--- src/core/aisc_pkg.sv ---
package aisc_pkg;

  // ----------------------------------------------------------------
  // helpers
  // ----------------------------------------------------------------
  function automatic int aisc_ceil_div(input int num, input int den);
    return (num + den - 1) / den;
  endfunction : aisc_ceil_div

  // ----------------------------------------------------------------
  // timing, counted in conversion clock periods
  // ----------------------------------------------------------------
  localparam int CONV_PERIOD_US  = 1;
  localparam int START_PULSE_US  = 15;
  localparam int NOISE_PERIOD_US = 130;
  localparam int HOLD_US         = 18;
  localparam int LAUNCH_US       = 4;
  localparam logic [15:0] START_PULSE_TICKS =
    16'(aisc_ceil_div(START_PULSE_US, CONV_PERIOD_US));
  localparam logic [15:0] NOISE_TICKS =
    16'(NOISE_PERIOD_US / CONV_PERIOD_US);
  localparam logic [4:0]  HOLD_TICKS =
    5'(aisc_ceil_div(HOLD_US, CONV_PERIOD_US));
  localparam logic [4:0]  LAUNCH_TICKS =
    5'(aisc_ceil_div(LAUNCH_US, CONV_PERIOD_US));
  localparam logic [9:0]  BUCKETS    = 10'h258;
  localparam logic [3:0]  SAR_MSB    = 4'hb;
  localparam logic [11:0] SAR_FIRST  = 12'h800;
  localparam logic [15:0] NO_AUTO    = 16'hffff;

  // ----------------------------------------------------------------
  // register map
  // ----------------------------------------------------------------
  localparam logic [7:0]  ADDR_CTRL    = 8'h00;
  localparam logic [7:0]  ADDR_BUCKET  = 8'h04;
  localparam logic [7:0]  ADDR_RETRACE = 8'h08;
  localparam logic [7:0]  ADDR_STATUS  = 8'h0c;
  localparam logic [7:0]  ADDR_RESULT  = 8'h10;
  localparam logic [15:0] BUCKET_RST   = 16'h029b;
  localparam logic [15:0] RETRACE_RST  = 16'h03e8;
  localparam int          CTRL_W       = 9;
  localparam int          STAT_BKT_LSB = 8;
  localparam int          RES_CNT_LSB  = 16;

  // ----------------------------------------------------------------
  // detector modes and multiplexer codes {line1, line15, line16}
  // ----------------------------------------------------------------
  localparam logic [1:0] DET_SAMPLE = 2'h0;
  localparam logic [1:0] DET_POS    = 2'h1;
  localparam logic [1:0] DET_NEG    = 2'h2;
  localparam logic [1:0] DET_NOISE  = 2'h3;

  localparam logic [2:0] MUX_VIDEO = 3'h5;
  localparam logic [2:0] MUX_POS   = 3'h4;
  localparam logic [2:0] MUX_NEG   = 3'h1;
  localparam logic [2:0] MUX_RAMP  = 3'h3;
  localparam logic [2:0] MUX_OSC   = 3'h0;
  localparam logic [2:0] MUX_FC    = 3'h2;
  localparam logic [2:0] MUX_CAL   = 3'h6;
  localparam logic [2:0] MUX_OFL   = 3'h7;

  // ----------------------------------------------------------------
  // carriers
  // ----------------------------------------------------------------
  typedef struct packed {
    logic       run;
    logic       realign;
    logic [1:0] diag_sel;
    logic       diag_en;
    logic       wide_sweep;
    logic       zero_span;
    logic [1:0] det;
  } aisc_ctrl_t;

  typedef struct packed {
    logic [2:0] mux;
    logic       start_a;
    logic       start_b;
  } aisc_sel_t;

endpackage : aisc_pkg

--- src/core/aisc_tick_timer.sv ---
`timescale 1ns/1ns
module aisc_tick_timer (
  input  wire logic        pclk,
  input  wire logic        presetn,
  input  wire logic        tick,
  input  wire logic        enable,
  input  wire logic        restart,
  input  wire logic [15:0] period,
  input  wire logic [15:0] width,
  output logic             fire,
  output logic             level
);

  typedef struct packed {
    logic [15:0] cnt;
    logic [15:0] wid;
    logic        level;
    logic        fire;
  } aisc_tmr_st_t;

  aisc_tmr_st_t s;
  aisc_tmr_st_t next_s;

  // ----------------------------------------------------------------
  // period and width counting
  // ----------------------------------------------------------------
  always_comb begin
    next_s      = s;
    next_s.fire = 1'b0;
    if (!enable) begin
      next_s = '0;
    end else if (restart || (tick && s.cnt >= period - 16'h0001)) begin
      next_s.cnt   = '0;
      next_s.wid   = width;
      next_s.level = 1'b1;
      next_s.fire  = 1'b1;
    end else if (tick) begin
      next_s.cnt = s.cnt + 16'h0001;
      if (s.wid <= 16'h0001) begin
        next_s.wid   = '0;
        next_s.level = 1'b0;
      end else begin
        next_s.wid = s.wid - 16'h0001;
      end
    end
  end

  always_ff @(posedge pclk or negedge presetn) begin
    if (!presetn) begin
      s <= '0;
    end else begin
      s <= next_s;
    end
  end

  assign fire  = s.fire;
  assign level = s.level;

endmodule : aisc_tick_timer

--- src/core/aisc_sar.sv ---
`timescale 1ns/1ns
module aisc_sar (
  input  wire logic        pclk,
  input  wire logic        presetn,
  input  wire logic        tick,
  input  wire logic        start,
  input  wire logic        comparator_high,
  output logic [11:0]      dac_code,
  output logic [11:0]      result,
  output logic             busy,
  output logic             complete_n
);

  typedef struct packed {
    logic [11:0] code;
    logic [11:0] result;
    logic [3:0]  bitidx;
    logic        busy;
    logic        complete_n;
  } aisc_sar_st_t;

  aisc_sar_st_t s;
  aisc_sar_st_t next_s;

  // ----------------------------------------------------------------
  // one trial bit per conversion clock, msb first
  // ----------------------------------------------------------------
  always_comb begin
    next_s = s;
    if (start && !s.busy) begin
      next_s.code       = aisc_pkg::SAR_FIRST;
      next_s.bitidx     = aisc_pkg::SAR_MSB;
      next_s.busy       = 1'b1;
      next_s.complete_n = 1'b1;
    end else if (s.busy && tick) begin
      // comparator high means the trial overshot: drop the bit
      if (comparator_high) begin
        next_s.code[s.bitidx] = 1'b0;
      end
      if (s.bitidx == 4'h0) begin
        next_s.busy       = 1'b0;
        next_s.complete_n = 1'b0;
        next_s.result     = next_s.code;
      end else begin
        next_s.bitidx               = s.bitidx - 4'h1;
        next_s.code[s.bitidx - 4'h1] = 1'b1;
      end
    end
  end

  always_ff @(posedge pclk or negedge presetn) begin
    if (!presetn) begin
      s <= '{complete_n: 1'b1, default: '0};
    end else begin
      s <= next_s;
    end
  end

  assign dac_code   = s.code;
  assign result     = s.result;
  assign busy       = s.busy;
  assign complete_n = s.complete_n;

endmodule : aisc_sar

--- src/core/aisc_top.sv ---
// Summary of operation
// select lines follow detector mode codes
// video, positive or negative peak routed
// wide sweeps select and follow ramp
// diagnostic inputs only in diag or retrace
// 12-bit trial code with result latch
// eight converter inputs selectable
// noise mode alternates positive and negative
// controller supplies continuous 1 MHz clock
// bucket pulse used only at zero span
// selected start line begins a conversion
// sample mode: line a high, b low
// noise mode: both start lines low
// realign: line a low, b high
// 15 us pulses per bucket, none in retrace
// noise mode adds 130 us start pulses
// sweep active high in sweep, low retrace
// hold strobe freezes video for conversion
// msb first, one bit per clock, complete low
// selects change only between conversions
//
// The APB interface to the registers and the register addresses were left to the implementer.
`timescale 1ns/1ns
module aisc_top (
  input  wire logic        pclk,
  input  wire logic        presetn,
  input  wire logic        psel,
  input  wire logic        penable,
  input  wire logic        pwrite,
  input  wire logic [7:0]  paddr,
  input  wire logic [31:0] pwdata,
  output logic [31:0]      prdata,
  output logic             pready,
  output logic             pslverr,
  input  wire logic        conversion_clock,
  input  wire logic        zero_span_bucket_pulse,
  input  wire logic        ramp_bucket_end,
  input  wire logic        noise_detected,
  input  wire logic        comparator_high,
  output logic [2:0]       mux_sel,
  output logic             start_sel_a,
  output logic             start_sel_b,
  output logic             start_source_pulse,
  output logic             bucket_start,
  output logic             sweep_active,
  output logic             track_hold_strobe,
  output logic [11:0]      dac_code,
  output logic             complete_n
);

  typedef struct packed {
    aisc_pkg::aisc_ctrl_t ctrl;
    logic [15:0]          bucket_us;
    logic [15:0]          retrace_us;
    logic [31:0]          prdata;
    logic                 pready;
    logic                 pslverr;
    logic                 cc_q;
    logic                 zb_q;
    logic                 rb_q;
    logic                 src_q;
    logic                 sweep_active;
    logic [9:0]           bucket_cnt;
    logic [15:0]          retrace_cnt;
    aisc_pkg::aisc_sel_t  sel;
    logic                 bucket_start;
    logic                 hold;
    logic                 pend;
    logic [4:0]           hold_cnt;
    logic                 launch;
    logic                 phase_neg;
    logic [15:0]          conv_cnt;
  } aisc_top_st_t;

  localparam aisc_top_st_t ST_RST = '{
    bucket_us:  aisc_pkg::BUCKET_RST,
    retrace_us: aisc_pkg::RETRACE_RST,
    default:    '0
  };

  aisc_top_st_t s;
  aisc_top_st_t next_s;

  logic        tick;
  logic        zb_edge;
  logic        rb_edge;
  logic        ext_timing;
  logic        ext_bucket;
  logic        bkt_fire;
  logic        bkt_level;
  logic        noise_level;
  logic        timers_on;
  logic [15:0] bkt_period;
  logic        src_now;
  logic        trig;
  logic        sar_busy;
  logic        sar_complete_n;
  logic [11:0] sar_result;
  logic [11:0] sar_code;
  logic        apb_setup;
  logic        apb_write;

  // ----------------------------------------------------------------
  // input selection and start line decode
  // ----------------------------------------------------------------
  function automatic logic [2:0] aisc_pick_mux(
    input aisc_pkg::aisc_ctrl_t c,
    input logic                 active,
    input logic                 noisy,
    input logic                 neg_turn
  );
    logic [2:0] m;
    m = aisc_pkg::MUX_VIDEO;
    if (c.diag_en || (c.run && !active)) begin
      unique case (c.diag_sel)
        2'h0: m = aisc_pkg::MUX_OSC;
        2'h1: m = aisc_pkg::MUX_FC;
        2'h2: m = aisc_pkg::MUX_CAL;
        2'h3: m = aisc_pkg::MUX_OFL;
      endcase
    end else if (c.wide_sweep) begin
      m = aisc_pkg::MUX_RAMP;
    end else begin
      unique case (c.det)
        aisc_pkg::DET_SAMPLE: m = aisc_pkg::MUX_VIDEO;
        aisc_pkg::DET_POS:    m = aisc_pkg::MUX_POS;
        aisc_pkg::DET_NEG:    m = aisc_pkg::MUX_NEG;
        aisc_pkg::DET_NOISE:
          m = (noisy && neg_turn) ? aisc_pkg::MUX_NEG
                                  : aisc_pkg::MUX_POS;
      endcase
    end
    return m;
  endfunction : aisc_pick_mux

  function automatic aisc_pkg::aisc_sel_t aisc_pick_sel(
    input aisc_pkg::aisc_ctrl_t c,
    input logic                 active,
    input logic                 noisy,
    input logic                 neg_turn
  );
    aisc_pkg::aisc_sel_t r;
    r.mux = aisc_pick_mux(c, active, noisy, neg_turn);
    if (c.realign) begin
      r.start_a = 1'b0;
      r.start_b = 1'b1;
    end else if (c.det == aisc_pkg::DET_NOISE) begin
      r.start_a = 1'b0;
      r.start_b = 1'b0;
    end else begin
      r.start_a = 1'b1;
      r.start_b = 1'b0;
    end
    return r;
  endfunction : aisc_pick_sel

  // ----------------------------------------------------------------
  // edge detection on the slow inputs
  // ----------------------------------------------------------------
  // inputs are synchronous to pclk, so one flop suffices per edge
  assign tick    = conversion_clock & ~s.cc_q;
  assign zb_edge = zero_span_bucket_pulse & ~s.zb_q;
  assign rb_edge = ramp_bucket_end & ~s.rb_q;

  // bucket pulse counts only at zero span, ramp compare on wide sweeps
  assign ext_timing = s.ctrl.zero_span | s.ctrl.wide_sweep;
  assign ext_bucket = s.ctrl.zero_span ? zb_edge
                                       : (s.ctrl.wide_sweep & rb_edge);
  assign bkt_period = ext_timing ? aisc_pkg::NO_AUTO : s.bucket_us;
  assign timers_on  = s.ctrl.run & s.sweep_active;

  // ----------------------------------------------------------------
  // start pulse generators
  // ----------------------------------------------------------------
  aisc_tick_timer u_bucket_timer (
    .pclk    (pclk),
    .presetn (presetn),
    .tick    (tick),
    .enable  (timers_on),
    .restart (ext_bucket),
    .period  (bkt_period),
    .width   (aisc_pkg::START_PULSE_TICKS),
    .fire    (bkt_fire),
    .level   (bkt_level)
  );

  aisc_tick_timer u_noise_timer (
    .pclk    (pclk),
    .presetn (presetn),
    .tick    (tick),
    .enable  (timers_on),
    .restart (1'b0),
    .period  (aisc_pkg::NOISE_TICKS),
    .width   (aisc_pkg::START_PULSE_TICKS),
    .fire    (),
    .level   (noise_level)
  );

  // ----------------------------------------------------------------
  // converter sequencer
  // ----------------------------------------------------------------
  aisc_sar u_sar (
    .pclk            (pclk),
    .presetn         (presetn),
    .tick            (tick),
    .start           (s.launch),
    .comparator_high (comparator_high),
    .dac_code        (sar_code),
    .result          (sar_result),
    .busy            (sar_busy),
    .complete_n      (sar_complete_n)
  );

  // the selected start line; a rising edge begins a conversion
  always_comb begin
    unique case ({s.sel.start_a, s.sel.start_b})
      2'b10:   src_now = bkt_level;
      2'b00:   src_now = s.bucket_start;
      2'b01:   src_now = s.ctrl.zero_span & zero_span_bucket_pulse;
      default: src_now = 1'b0;
    endcase
  end

  // edges during a conversion are dropped, not queued
  assign trig = src_now & ~s.src_q & ~s.pend & ~sar_busy;

  assign apb_setup = psel & ~penable;
  assign apb_write = psel & penable & s.pready & pwrite;

  // ----------------------------------------------------------------
  // next state
  // ----------------------------------------------------------------
  always_comb begin
    next_s        = s;
    next_s.cc_q   = conversion_clock;
    next_s.zb_q   = zero_span_bucket_pulse;
    next_s.rb_q   = ramp_bucket_end;
    next_s.src_q  = src_now;
    next_s.launch = 1'b0;

    // second start line: 130 us in noise mode, else per bucket
    next_s.bucket_start = (s.ctrl.det == aisc_pkg::DET_NOISE)
                          ? noise_level : bkt_level;

    // sweep and retrace sequencing
    if (!s.ctrl.run) begin
      next_s.sweep_active = 1'b0;
      next_s.bucket_cnt   = '0;
      next_s.retrace_cnt  = '0;
    end else if (s.sweep_active) begin
      if (bkt_fire) begin
        if (s.bucket_cnt == aisc_pkg::BUCKETS - 10'h001) begin
          next_s.sweep_active = 1'b0;
          next_s.bucket_cnt   = '0;
        end else begin
          next_s.bucket_cnt = s.bucket_cnt + 10'h001;
        end
      end
    end else if (tick) begin
      if (s.retrace_cnt >= s.retrace_us) begin
        next_s.sweep_active = 1'b1;
        next_s.retrace_cnt  = '0;
      end else begin
        next_s.retrace_cnt = s.retrace_cnt + 16'h0001;
      end
    end

    // selects move only while nothing is in flight
    if (!s.pend && !sar_busy) begin
      next_s.sel = aisc_pick_sel(s.ctrl, s.sweep_active,
                                 noise_detected, s.phase_neg);
    end

    // hold, then launch the trial sequence a few ticks later
    if (trig) begin
      next_s.hold     = 1'b1;
      next_s.pend     = 1'b1;
      next_s.hold_cnt = '0;
      next_s.conv_cnt = s.conv_cnt + 16'h0001;
      if (s.ctrl.det == aisc_pkg::DET_NOISE && noise_detected) begin
        next_s.phase_neg = ~s.phase_neg;
      end
    end else if (s.pend && tick) begin
      next_s.hold_cnt = s.hold_cnt + 5'h01;
      if (s.hold_cnt == aisc_pkg::LAUNCH_TICKS - 5'h01) begin
        next_s.launch = 1'b1;
      end
      if (s.hold_cnt == aisc_pkg::HOLD_TICKS - 5'h01) begin
        next_s.hold = 1'b0;
        next_s.pend = 1'b0;
      end
    end

    // apb: one wait-free access phase, answer prepared in setup
    next_s.pready = apb_setup;
    if (apb_setup) begin
      next_s.pslverr = 1'b0;
      next_s.prdata  = '0;
      unique case (paddr)
        aisc_pkg::ADDR_CTRL:
          next_s.prdata[aisc_pkg::CTRL_W-1:0] = s.ctrl;
        aisc_pkg::ADDR_BUCKET:  next_s.prdata[15:0] = s.bucket_us;
        aisc_pkg::ADDR_RETRACE: next_s.prdata[15:0] = s.retrace_us;
        aisc_pkg::ADDR_STATUS: begin
          next_s.prdata[0]   = s.pend | sar_busy;
          next_s.prdata[1]   = sar_complete_n;
          next_s.prdata[2]   = s.sweep_active;
          next_s.prdata[7:3] = s.sel;
          next_s.prdata[aisc_pkg::STAT_BKT_LSB +: 10] = s.bucket_cnt;
        end
        aisc_pkg::ADDR_RESULT: begin
          next_s.prdata[11:0] = sar_result;
          next_s.prdata[aisc_pkg::RES_CNT_LSB +: 16] = s.conv_cnt;
        end
        default: next_s.pslverr = 1'b1;
      endcase
      // status and result are read-only
      if (pwrite && (paddr == aisc_pkg::ADDR_STATUS ||
                     paddr == aisc_pkg::ADDR_RESULT)) begin
        next_s.pslverr = 1'b1;
      end
    end else if (!psel || penable) begin
      if (!psel) begin
        next_s.pslverr = 1'b0;
      end
    end

    if (apb_write) begin
      unique case (paddr)
        aisc_pkg::ADDR_CTRL:
          next_s.ctrl = aisc_pkg::aisc_ctrl_t'(
                          pwdata[aisc_pkg::CTRL_W-1:0]);
        aisc_pkg::ADDR_BUCKET:  next_s.bucket_us  = pwdata[15:0];
        aisc_pkg::ADDR_RETRACE: next_s.retrace_us = pwdata[15:0];
        default: ;
      endcase
    end
  end

  always_ff @(posedge pclk or negedge presetn) begin
    if (!presetn) begin
      s <= ST_RST;
    end else begin
      s <= next_s;
    end
  end

  // ----------------------------------------------------------------
  // outputs
  // ----------------------------------------------------------------
  assign prdata             = s.prdata;
  assign pready             = s.pready;
  assign pslverr            = s.pslverr;
  assign mux_sel            = s.sel.mux;
  assign start_sel_a        = s.sel.start_a;
  assign start_sel_b        = s.sel.start_b;
  assign start_source_pulse = bkt_level;
  assign bucket_start       = s.bucket_start;
  assign sweep_active       = s.sweep_active;
  assign track_hold_strobe  = s.hold;
  assign dac_code           = sar_code;
  assign complete_n         = sar_complete_n;

endmodule : aisc_top

--- config.mk ---
export PLATFORM = sky130hd
export DESIGN_NAME = aisc_top
export DESIGN_NICKNAME = d
export VERILOG_FILES = /design/src/core/aisc_pkg.sv /design/src/core/aisc_tick_timer.sv /design/src/core/aisc_sar.sv /design/src/core/aisc_top.sv
export SDC_FILE = /design/constraint.sdc
export NUM_CORES = 1
export LEC_CHECK = 0
export ABC_AREA = 1
export ABC_CLOCK_PERIOD_IN_PS = 9150
export BUFFER_PORTS_ARGS = -buffer_cell sky130_fd_sc_hd__buf_2
export CAP_MARGIN = 5
export CORE_ASPECT_RATIO = 2
export CORE_MARGIN = 2
export CORE_UTILIZATION = 56
export DETAILED_ROUTE_END_ITERATION = 12
export PLACE_DENSITY = 0.85
export SLEW_MARGIN = 20
export SYNTH_ARGS = -nofsm -noshare
export SYNTH_HDL_FRONTEND = slang
export SYNTH_SLANG_ARGS = --single-unit
--- constraint.sdc ---
create_clock -name pclk -period 9.15 [get_ports pclk]
set_clock_uncertainty 0.1 [all_clocks]
set_input_delay 1.83 -clock pclk [delete_from_list [all_inputs] [get_ports pclk]]
set_output_delay 1.83 -clock pclk [all_outputs]
set_load 0.005 [all_outputs]
## Word-level counts from Yosys, hierarchy flattened

Cells that the tools add are included.

| storage, ports and cells | value |
|---|---|
| memories | 0 |
| bits in registers | 234 |
| output and inout bits | 56 |
| ROM bits | 0 |
| bits of input ports | 50 |
| logic and storage cells | 219 |
| memory bits (writable) | 0 |
| latch bits | 0 |

| operators by class | value |
|---|---|
| bitwise operators | 27 |
| shift operators | 0 |
| divide/modulo/power cells | 0 |
| reduce and logical (&&, ||, !) cells | 44 |
| muxes and demuxes | 63 |
| eq/ne operators | 25 |
| $mul | 0 |
| magnitude comparators | 9 |
| add/subtract/negate cells | 10 |

Operators with widths:

| cell | number |
|---|---|
| 33-bit two-way mux | 4 |
| 16-bit two-way mux | 6 |
| 12-bit two-way mux | 6 |
| 34-bit two-way mux | 2 |
| 16-bit by 1-bit adder with 16-bit output (second input constant) | 4 |
| 16-bit by 1-bit subtractor with 16-bit output (second input constant) | 3 |
| 9-bit one-hot mux with 5 select lines | 1 |
| 3-bit one-hot mux with 4 select lines | 3 |
| 16-bit greater-or-equal comparator | 2 |
| 16-bit by 1-bit <= comparator with 1-bit output (second input constant) | 2 |
| 30-bit two-way mux | 1 |
| 27-bit two-way mux | 1 |
| 2-bit AND reduction | 12 |
| 10-bit two-way mux | 2 |
| 1-bit two-way mux | 19 |
| 8-bit by 4-bit equality test with 1-bit output (second input constant) | 2 |
| 16-bit by 8-bit greater-or-equal comparator with 1-bit output (second input constant) | 1 |
| 14-bit two-way mux | 1 |
| 1-bit AND | 13 |
| 12-bit AND | 1 |
| 1-bit logical AND | 12 |
| 12-bit NOT | 1 |
| 12-bit OR | 1 |
| 4-bit one-hot mux with 3 select lines | 1 |
| 37 further kinds | 77 |

## Depth between registers and ports, before layout

| logic depth | value |
|---|---|
| word-level depth | 13 |
| gate-level depth with buffers | 23 |
| depth with buffers taken out | 22 |

## Hierarchy

From an unflattened synthesis, not the netlist that was laid out.

| second synthesis, totals | value |
|---|---|
| cells, all modules | 2038 |
| area total of the unflattened synthesis | 15242.1 um^2 |

By module, submodules not included:

| module | cells each | area each (um^2) | seq. area each (um^2) | times used |
|---|---|---|---|---|
| aisc_top | 965 | 7536.0 | 3418.3 | 1 |
| aisc_tick_timer (u_noise_timer) | 433 | 3044.2 | 850.8 | 1 |
| aisc_tick_timer (u_bucket_timer) | 430 | 2962.8 | 850.8 | 1 |
| aisc_sar | 210 | 1699.1 | 752.0 | 1 |

## Worst setup path before layout

No wires, ideal clock.

| timing | value |
|---|---|
| kind | reg2reg |
| start | register s[131] (netlist bit) |
| end | register u_bucket_timer.s[14] (netlist bit) |
| period minus slack after synthesis | 3.219 ns |
| path slack | 5.931 ns |
| path buffers | 1 |
| stages on the path, launching flop included | 21 |
| arrival | 3.000 ns |
| data required time | 8.931 ns |
| library setup time | 0.119 ns |
| path through | dfrtp_1 -> nor2_4 -> inv_2 -> buf_6 -> nor2_1 -> ha_1 -> nand3_1 -> nor3_4 -> nand3_2 -> nor2_2 -> nand2_1 -> xor2_1 -> ha_1 -> nand2_1 -> nor3_1 -> nand2_1 -> nand2_1 -> nand2_1 -> nand3_1 -> nand2_1 -> and2_1 |

| on the way | value |
|---|---|
| word-level cells in the longest chain between the ends | 8 |
| elaborated cells on any way between the ends | 11 |
| classes of those cells | add/sub (1); order compare (1); eq/ne (1); mux (4); bitwise (2); reduce/logical (2) |

Ends and longest elaborated chain:

| what | line | text |
|---|---|---|
| start, declared | aisc_top.sv:81 | `aisc_top_st_t s;` |
| start signal, assigned | aisc_top.sv:344 | `s <= next_s;` |
| 1-bit OR | aisc_top.sv:166 | `assign ext_timing = s.ctrl.zero_span \| s.ctrl.wide_sweep;` |
| 16-bit two-way mux | aisc_top.sv:169 | `assign bkt_period = ext_timing ? aisc_pkg::NO_AUTO : s.bucket_us;` |
| 16-bit by 1-bit subtractor with 16-bit output | aisc_tick_timer.sv:32 | `end else if (restart \|\| (tick && s.cnt >= period - 16'h0001)) begin` |
| 16-bit greater-or-equal comparator | aisc_tick_timer.sv:32 |  |
| 1-bit logical AND | aisc_tick_timer.sv:32 |  |
| 1-bit logical OR * | aisc_tick_timer.sv:32 |  |
| 33-bit two-way mux | aisc_tick_timer.sv:32 |  |
| 34-bit two-way mux | aisc_tick_timer.sv:30 | `if (!enable) begin` |
| end signal, assigned | aisc_tick_timer.sv:52 | `s <= next_s;` |
| end, declared | aisc_tick_timer.sv:21 | `aisc_tmr_st_t s;` |

Mark *: on every way between the ends. The rest lies on a longest branch, timed or not.
A chain may end at the register's enable or synchronous reset.

## Worst setup path in the final report

| timing | value |
|---|---|
| start | register s[131] (netlist bit) |
| end | register u_bucket_timer.s[33] (netlist bit) |

Same word-level chain as after synthesis.

==> flow_summary.json <==
{
  "grt_use_total_pct": 27.03,
  "path_max_fanout": 13,
  "netlist_area_um2": 13070,
  "place.port_buffers": 89,
  "synth_edf_count": 0,
  "setup_viol": 0,
  "htree_levels": 1,
  "wirelength_um": 32940,
  "critPathCapture": "u_bucket_timer.s[33]$_DFFE_PN0P_",
  "maxCapViolations": 0,
  "synth-seq-cells": 233,
  "crit_chain": "nor2_4 -> inv_2 -> nor2_1 -> ha_1 -> nand3_1 -> nor3_4 -> nand3_2 -> nor2_2 -> nand2_1 -> xor2_1 -> ha_1 -> nand2_1 -> o21ai_0 -> a21oi_1 -> nand2_1 -> nand2_1 -> nand4_1 -> o21bai_1",
  "synth_top_area_share_pct": 42.13,
  "place_inst": 1913,
  "grt_pass1_vias": 11370,
  "min_period_over_period_pct": 45.31,
  "rows": 79,
  "drive_gt1_share_pct": 12.12,
  "cts_buffers": 21,
  "critical_path.max_stage_delay_ns": 0.51,
  "final_hold_viol_count": 0,
  "crit_top_cell": "nand2_1",
  "wl_per_cell_um": 16.88,
  "cellPowerDensity_nw_per_um2": 169.8,
  "dr.first_iter.drc_count": 758,
  "cp-start-kind": "flip-flop",
  "p_int_mw": 1.738,
  "fp.dieW_um": 112.0,
  "via_per_inst": 5.726,
  "syn-instance-count": 1617,
  "finalCriticalPeriod_ns": 4.146,
  "switching_share_pct": 27.57,
  "synthTopCellsByArea": "dfrtp_1 (42%), nand2_1 (9.5%), inv_1 (6.3%)",
  "grt_max_degree": 84,
  "clk-insertion-delay-late_ns": 0.51,
  "comb_power_share_pct": 13.1,
  "fin_cells": 1951,
  "final_area_um2": 14130,
  "rrSetupSlack_ns": 5.00,
  "syn_avg_cell_area_um2": 8.081,
  "die-area_um2": 24650,
  "p_seq_share_pct": 48.0,
  "grt_first_pass_wirelength_um": 54200,
  "path_class": "flip-flop to flip-flop",
  "cts_resized": 0,
  "required_ns": 9.47,
  "path_depth": 18,
  "drtPass1Iterations": 6,
  "rsz0062_at_grt": "no",
  "core_area_um2": 23130,
  "placed_cell_area_um2": 13410,
  "area_growth_pct": 8.167,
  "antenna_found_initial": 1,
  "leakagePower_nw": 7.145,
  "tightest_slew_ns": 1.001,
  "crit_start": "s[131]$_DFFE_PN0P_",
  "cts_tree": "yes",
  "synth.largest_area_cell": "dfrtp_1",
  "cp_slowest_cell": "nand4_1",
  "start_util_pct": 56.50,
  "final_util_pct": 61.11,
  "crit_family": "simple AND/OR/NAND/NOR gates",
  "io_pins": 106,
  "holdBufCountCts": 0,
  "ys_types": 51,
  "max-vdd-ir-drop_v": 0.0001381,
  "nFillCells": 1930,
  "place_ws_ns": 4.757,
  "ys.flop_type": "dfrtp_1",
  "yosysSeqAreaShare_pct": 44.74,
  "post_cts_buffers": 0,
  "crit_buf_inv": 1,
  "grt_overflow": 0,
  "fin_ws_ns": 5.004,
  "relSlewSlack_pct": 33.11,
  "endpoint_kind": "flip-flop",
  "p_switching_uw": 661.6,
  "r2r_start": "s[131]$_DFFE_PN0P_",
  "layout.nets": 1753,
  "max-clock-path-buffers": 3,
  "clockPowerShare_pct": 38.9,
  "multi_input_area_um2": 5828,
  "report.final.slew_viol_count": 0,
  "ff_latch_area_um2": 5847,
  "clk_pin_slew_worst_paths_ns": 0.07,
  "status": "complete, no violations",
  "async_reset_ff_share_pct": 100.0,
  "cp_data_arrival_time_ns": 4.46,
  "max_freq_ghz": 0.2412,
  "r2r_cells": 18,
  "synth_nets": 1717,
  "hp-class": "flip-flop to flip-flop",
  "place.gp.congestion": 0.9668,
  "drc": 0,
  "setup_tns_ns": 0,
  "cts.sinks": 233,
  "drtAntennaViolNets": 0,
  "r2r_end": "u_bucket_timer.s[33]$_DFFE_PN0P_",
  "hpwl_um": 24390,
  "num_vias": 11170,
  "yosysWarnings": 0,
  "fp.dieH_um": 220.0,
  "clock-root-buffer": "clkbuf_16"
}
## Yosys cell counts, types with 2 or more instances
| cell type | instances |
|---|---|
| nand2_1 | 330 |
| dfrtp_1 | 220 |
| inv_1 | 219 |
| nor2_1 | 149 |
| o21ai_0 | 114 |
| nand3_1 | 71 |
| xor2_1 | 57 |
| a21oi_1 | 51 |
| ha_1 | 50 |
| buf_4 | 47 |
| nand4_1 | 32 |
| o21ai_1 | 28 |
| nor3_1 | 27 |
| o21bai_1 | 19 |
| o22ai_1 | 19 |
| buf_2 | 18 |
| inv_2 | 16 |
| o31ai_1 | 15 |
| clkbuf_1 | 14 |
| dfstp_2 | 13 |
| xnor2_1 | 11 |
| a22oi_1 | 10 |
| a31oi_1 | 7 |
| nor2_2 | 7 |
| nor2_4 | 7 |
| nand3b_1 | 6 |
| nor3_2 | 6 |
| nor3b_1 | 5 |
| nor4_1 | 5 |
| o211ai_1 | 5 |
| a211oi_1 | 4 |
| nand2_2 | 4 |
| nand3_2 | 4 |
| nor3_4 | 3 |
| nor4_2 | 3 |
| and2_1 | 2 |
| and3_1 | 2 |
| nand2_4 | 2 |
| or2_1 | 2 |
| or2_2 | 2 |
## through the flow
stage / power [mW] / hold slack [ns]
5_1_grt: 2.495 / 0.4062
2_1_floorplan: 1.371 / 0.3455
6_report: 2.400 / 0.3794
3_5_place_dp: 1.480 / 0.3625
3_3_place_gp: 1.473 / 0.3611
4_1_cts: 2.409 / 0.3808
## cell usage in the layout (no fill, tap or decap), drive strengths merged, types with 3 or more instances in the layout
| cell type | instances |
|---|---|
| inv | 235 |
| nor2 | 163 |
| o22ai | 19 |
| nand2 | 336 |
| bufinv | 3 |
| a21oi | 51 |
| nand3b | 6 |
| nand3 | 75 |
| a211oi | 4 |
| nor3 | 36 |
| a31oi | 7 |
| dfstp | 13 |
| nor3b | 5 |
| xor2 | 57 |
| dfrtp | 220 |
| clkinv | 7 |
| o31ai | 15 |
| ha | 50 |
| xnor2 | 11 |
| o211ai | 5 |
| o21ai | 143 |
| nor4 | 8 |
| or2 | 4 |
| buf | 95 |
| o21bai | 19 |
| nand4 | 32 |
| clkbuf | 26 |
| a22oi | 10 |
## power groups by stage
| stage | registers (mW) | clock network (mW) | logic, mW |
|---|---|---|---|
| final | 1.15 | 0.934 | 0.315 |
| after global routing | 1.16 | 0.986 | 0.353 |
| after CTS | 1.15 | 0.945 | 0.315 |
| after detailed placement | 1.17 | 0 | 0.313 |
| after global placement | 1.17 | 0 | 0.308 |
| after floorplan | 1.15 | 0 | 0.222 |
## layer usage
metal	routed length (um)	up-vias	global-route usage, %
li1	-	5270	-
met1	11460	5368	27.41
met2	17780	389	51.49
met3	1427	145	2.943
met4	2268	0	17.85
met5	0	-	0
## worst min-delay path by stage
stage	startpoint	end	slack [ns]	depth (start not counted)
2_1_floorplan	s[16]$_DFFE_PN0P_	s[16]$_DFFE_PN0P_	0.35	1
3_3_place_gp	s[16]$_DFFE_PN0P_	s[16]$_DFFE_PN0P_	0.36	1
3_5_place_dp	s[16]$_DFFE_PN0P_	s[16]$_DFFE_PN0P_	0.36	1
4_1_cts	prdata[29]$_DFFE_PN0P_	prdata[29]$_DFFE_PN0P_	0.38	2
5_1_grt	prdata[29]$_DFFE_PN0P_	prdata[29]$_DFFE_PN0P_	0.41	2
6_report	prdata[29]$_DFFE_PN0P_	prdata[29]$_DFFE_PN0P_	0.38	2
## logic make-up (layout without fill, tap and decap cells)
logic type	Yosys count	in the layout	share of synthesized area, %
AO/OA/AOI/OAI	280	280	12.19
XOR/XNOR	68	68	4.558
adder cells (fa/ha/maj)	50	50	4.787
buffers and inverters	317	367	10.70
flip-flops	233	233	44.74
other	0	1	0
AND/OR/NAND/NOR	669	669	23.03
## worst reg2reg max path, delay by kind of cell (launching register included)
kind,cells,cell delay [ns]
flops,1,0.47
simple gates,11,2.07
xor+xnor,1,0.18
compound gates,3,0.58
fa+ha+maj,2,0.48
buf+inv,1,0.19
## state kept, by name, indices dropped and copies added (netlist names), 3 cells and up
name / count
u_noise_timer.s: 32
s: 94
prdata: 32
u_bucket_timer.s: 32
u_sar.result: 12
mux_sel: 3
u_sar.s: 4
u_sar.dac_code: 12
## cell type report
| class | count | area share, % |
|---|---|---|
| multi-input combinational | 1067 | 41.23 |
| clock inverter | 11 | 0.9383 |
| timing repair buffer | 95 | 3.567 |
| clock buffer | 26 | 4.134 |
| antenna | 1 | 0.01770 |
| sequential | 233 | 41.36 |
| inverter | 235 | 6.241 |
| tap | 283 | 2.505 |
No activity file was read; power rests on OpenSTA's default activity.
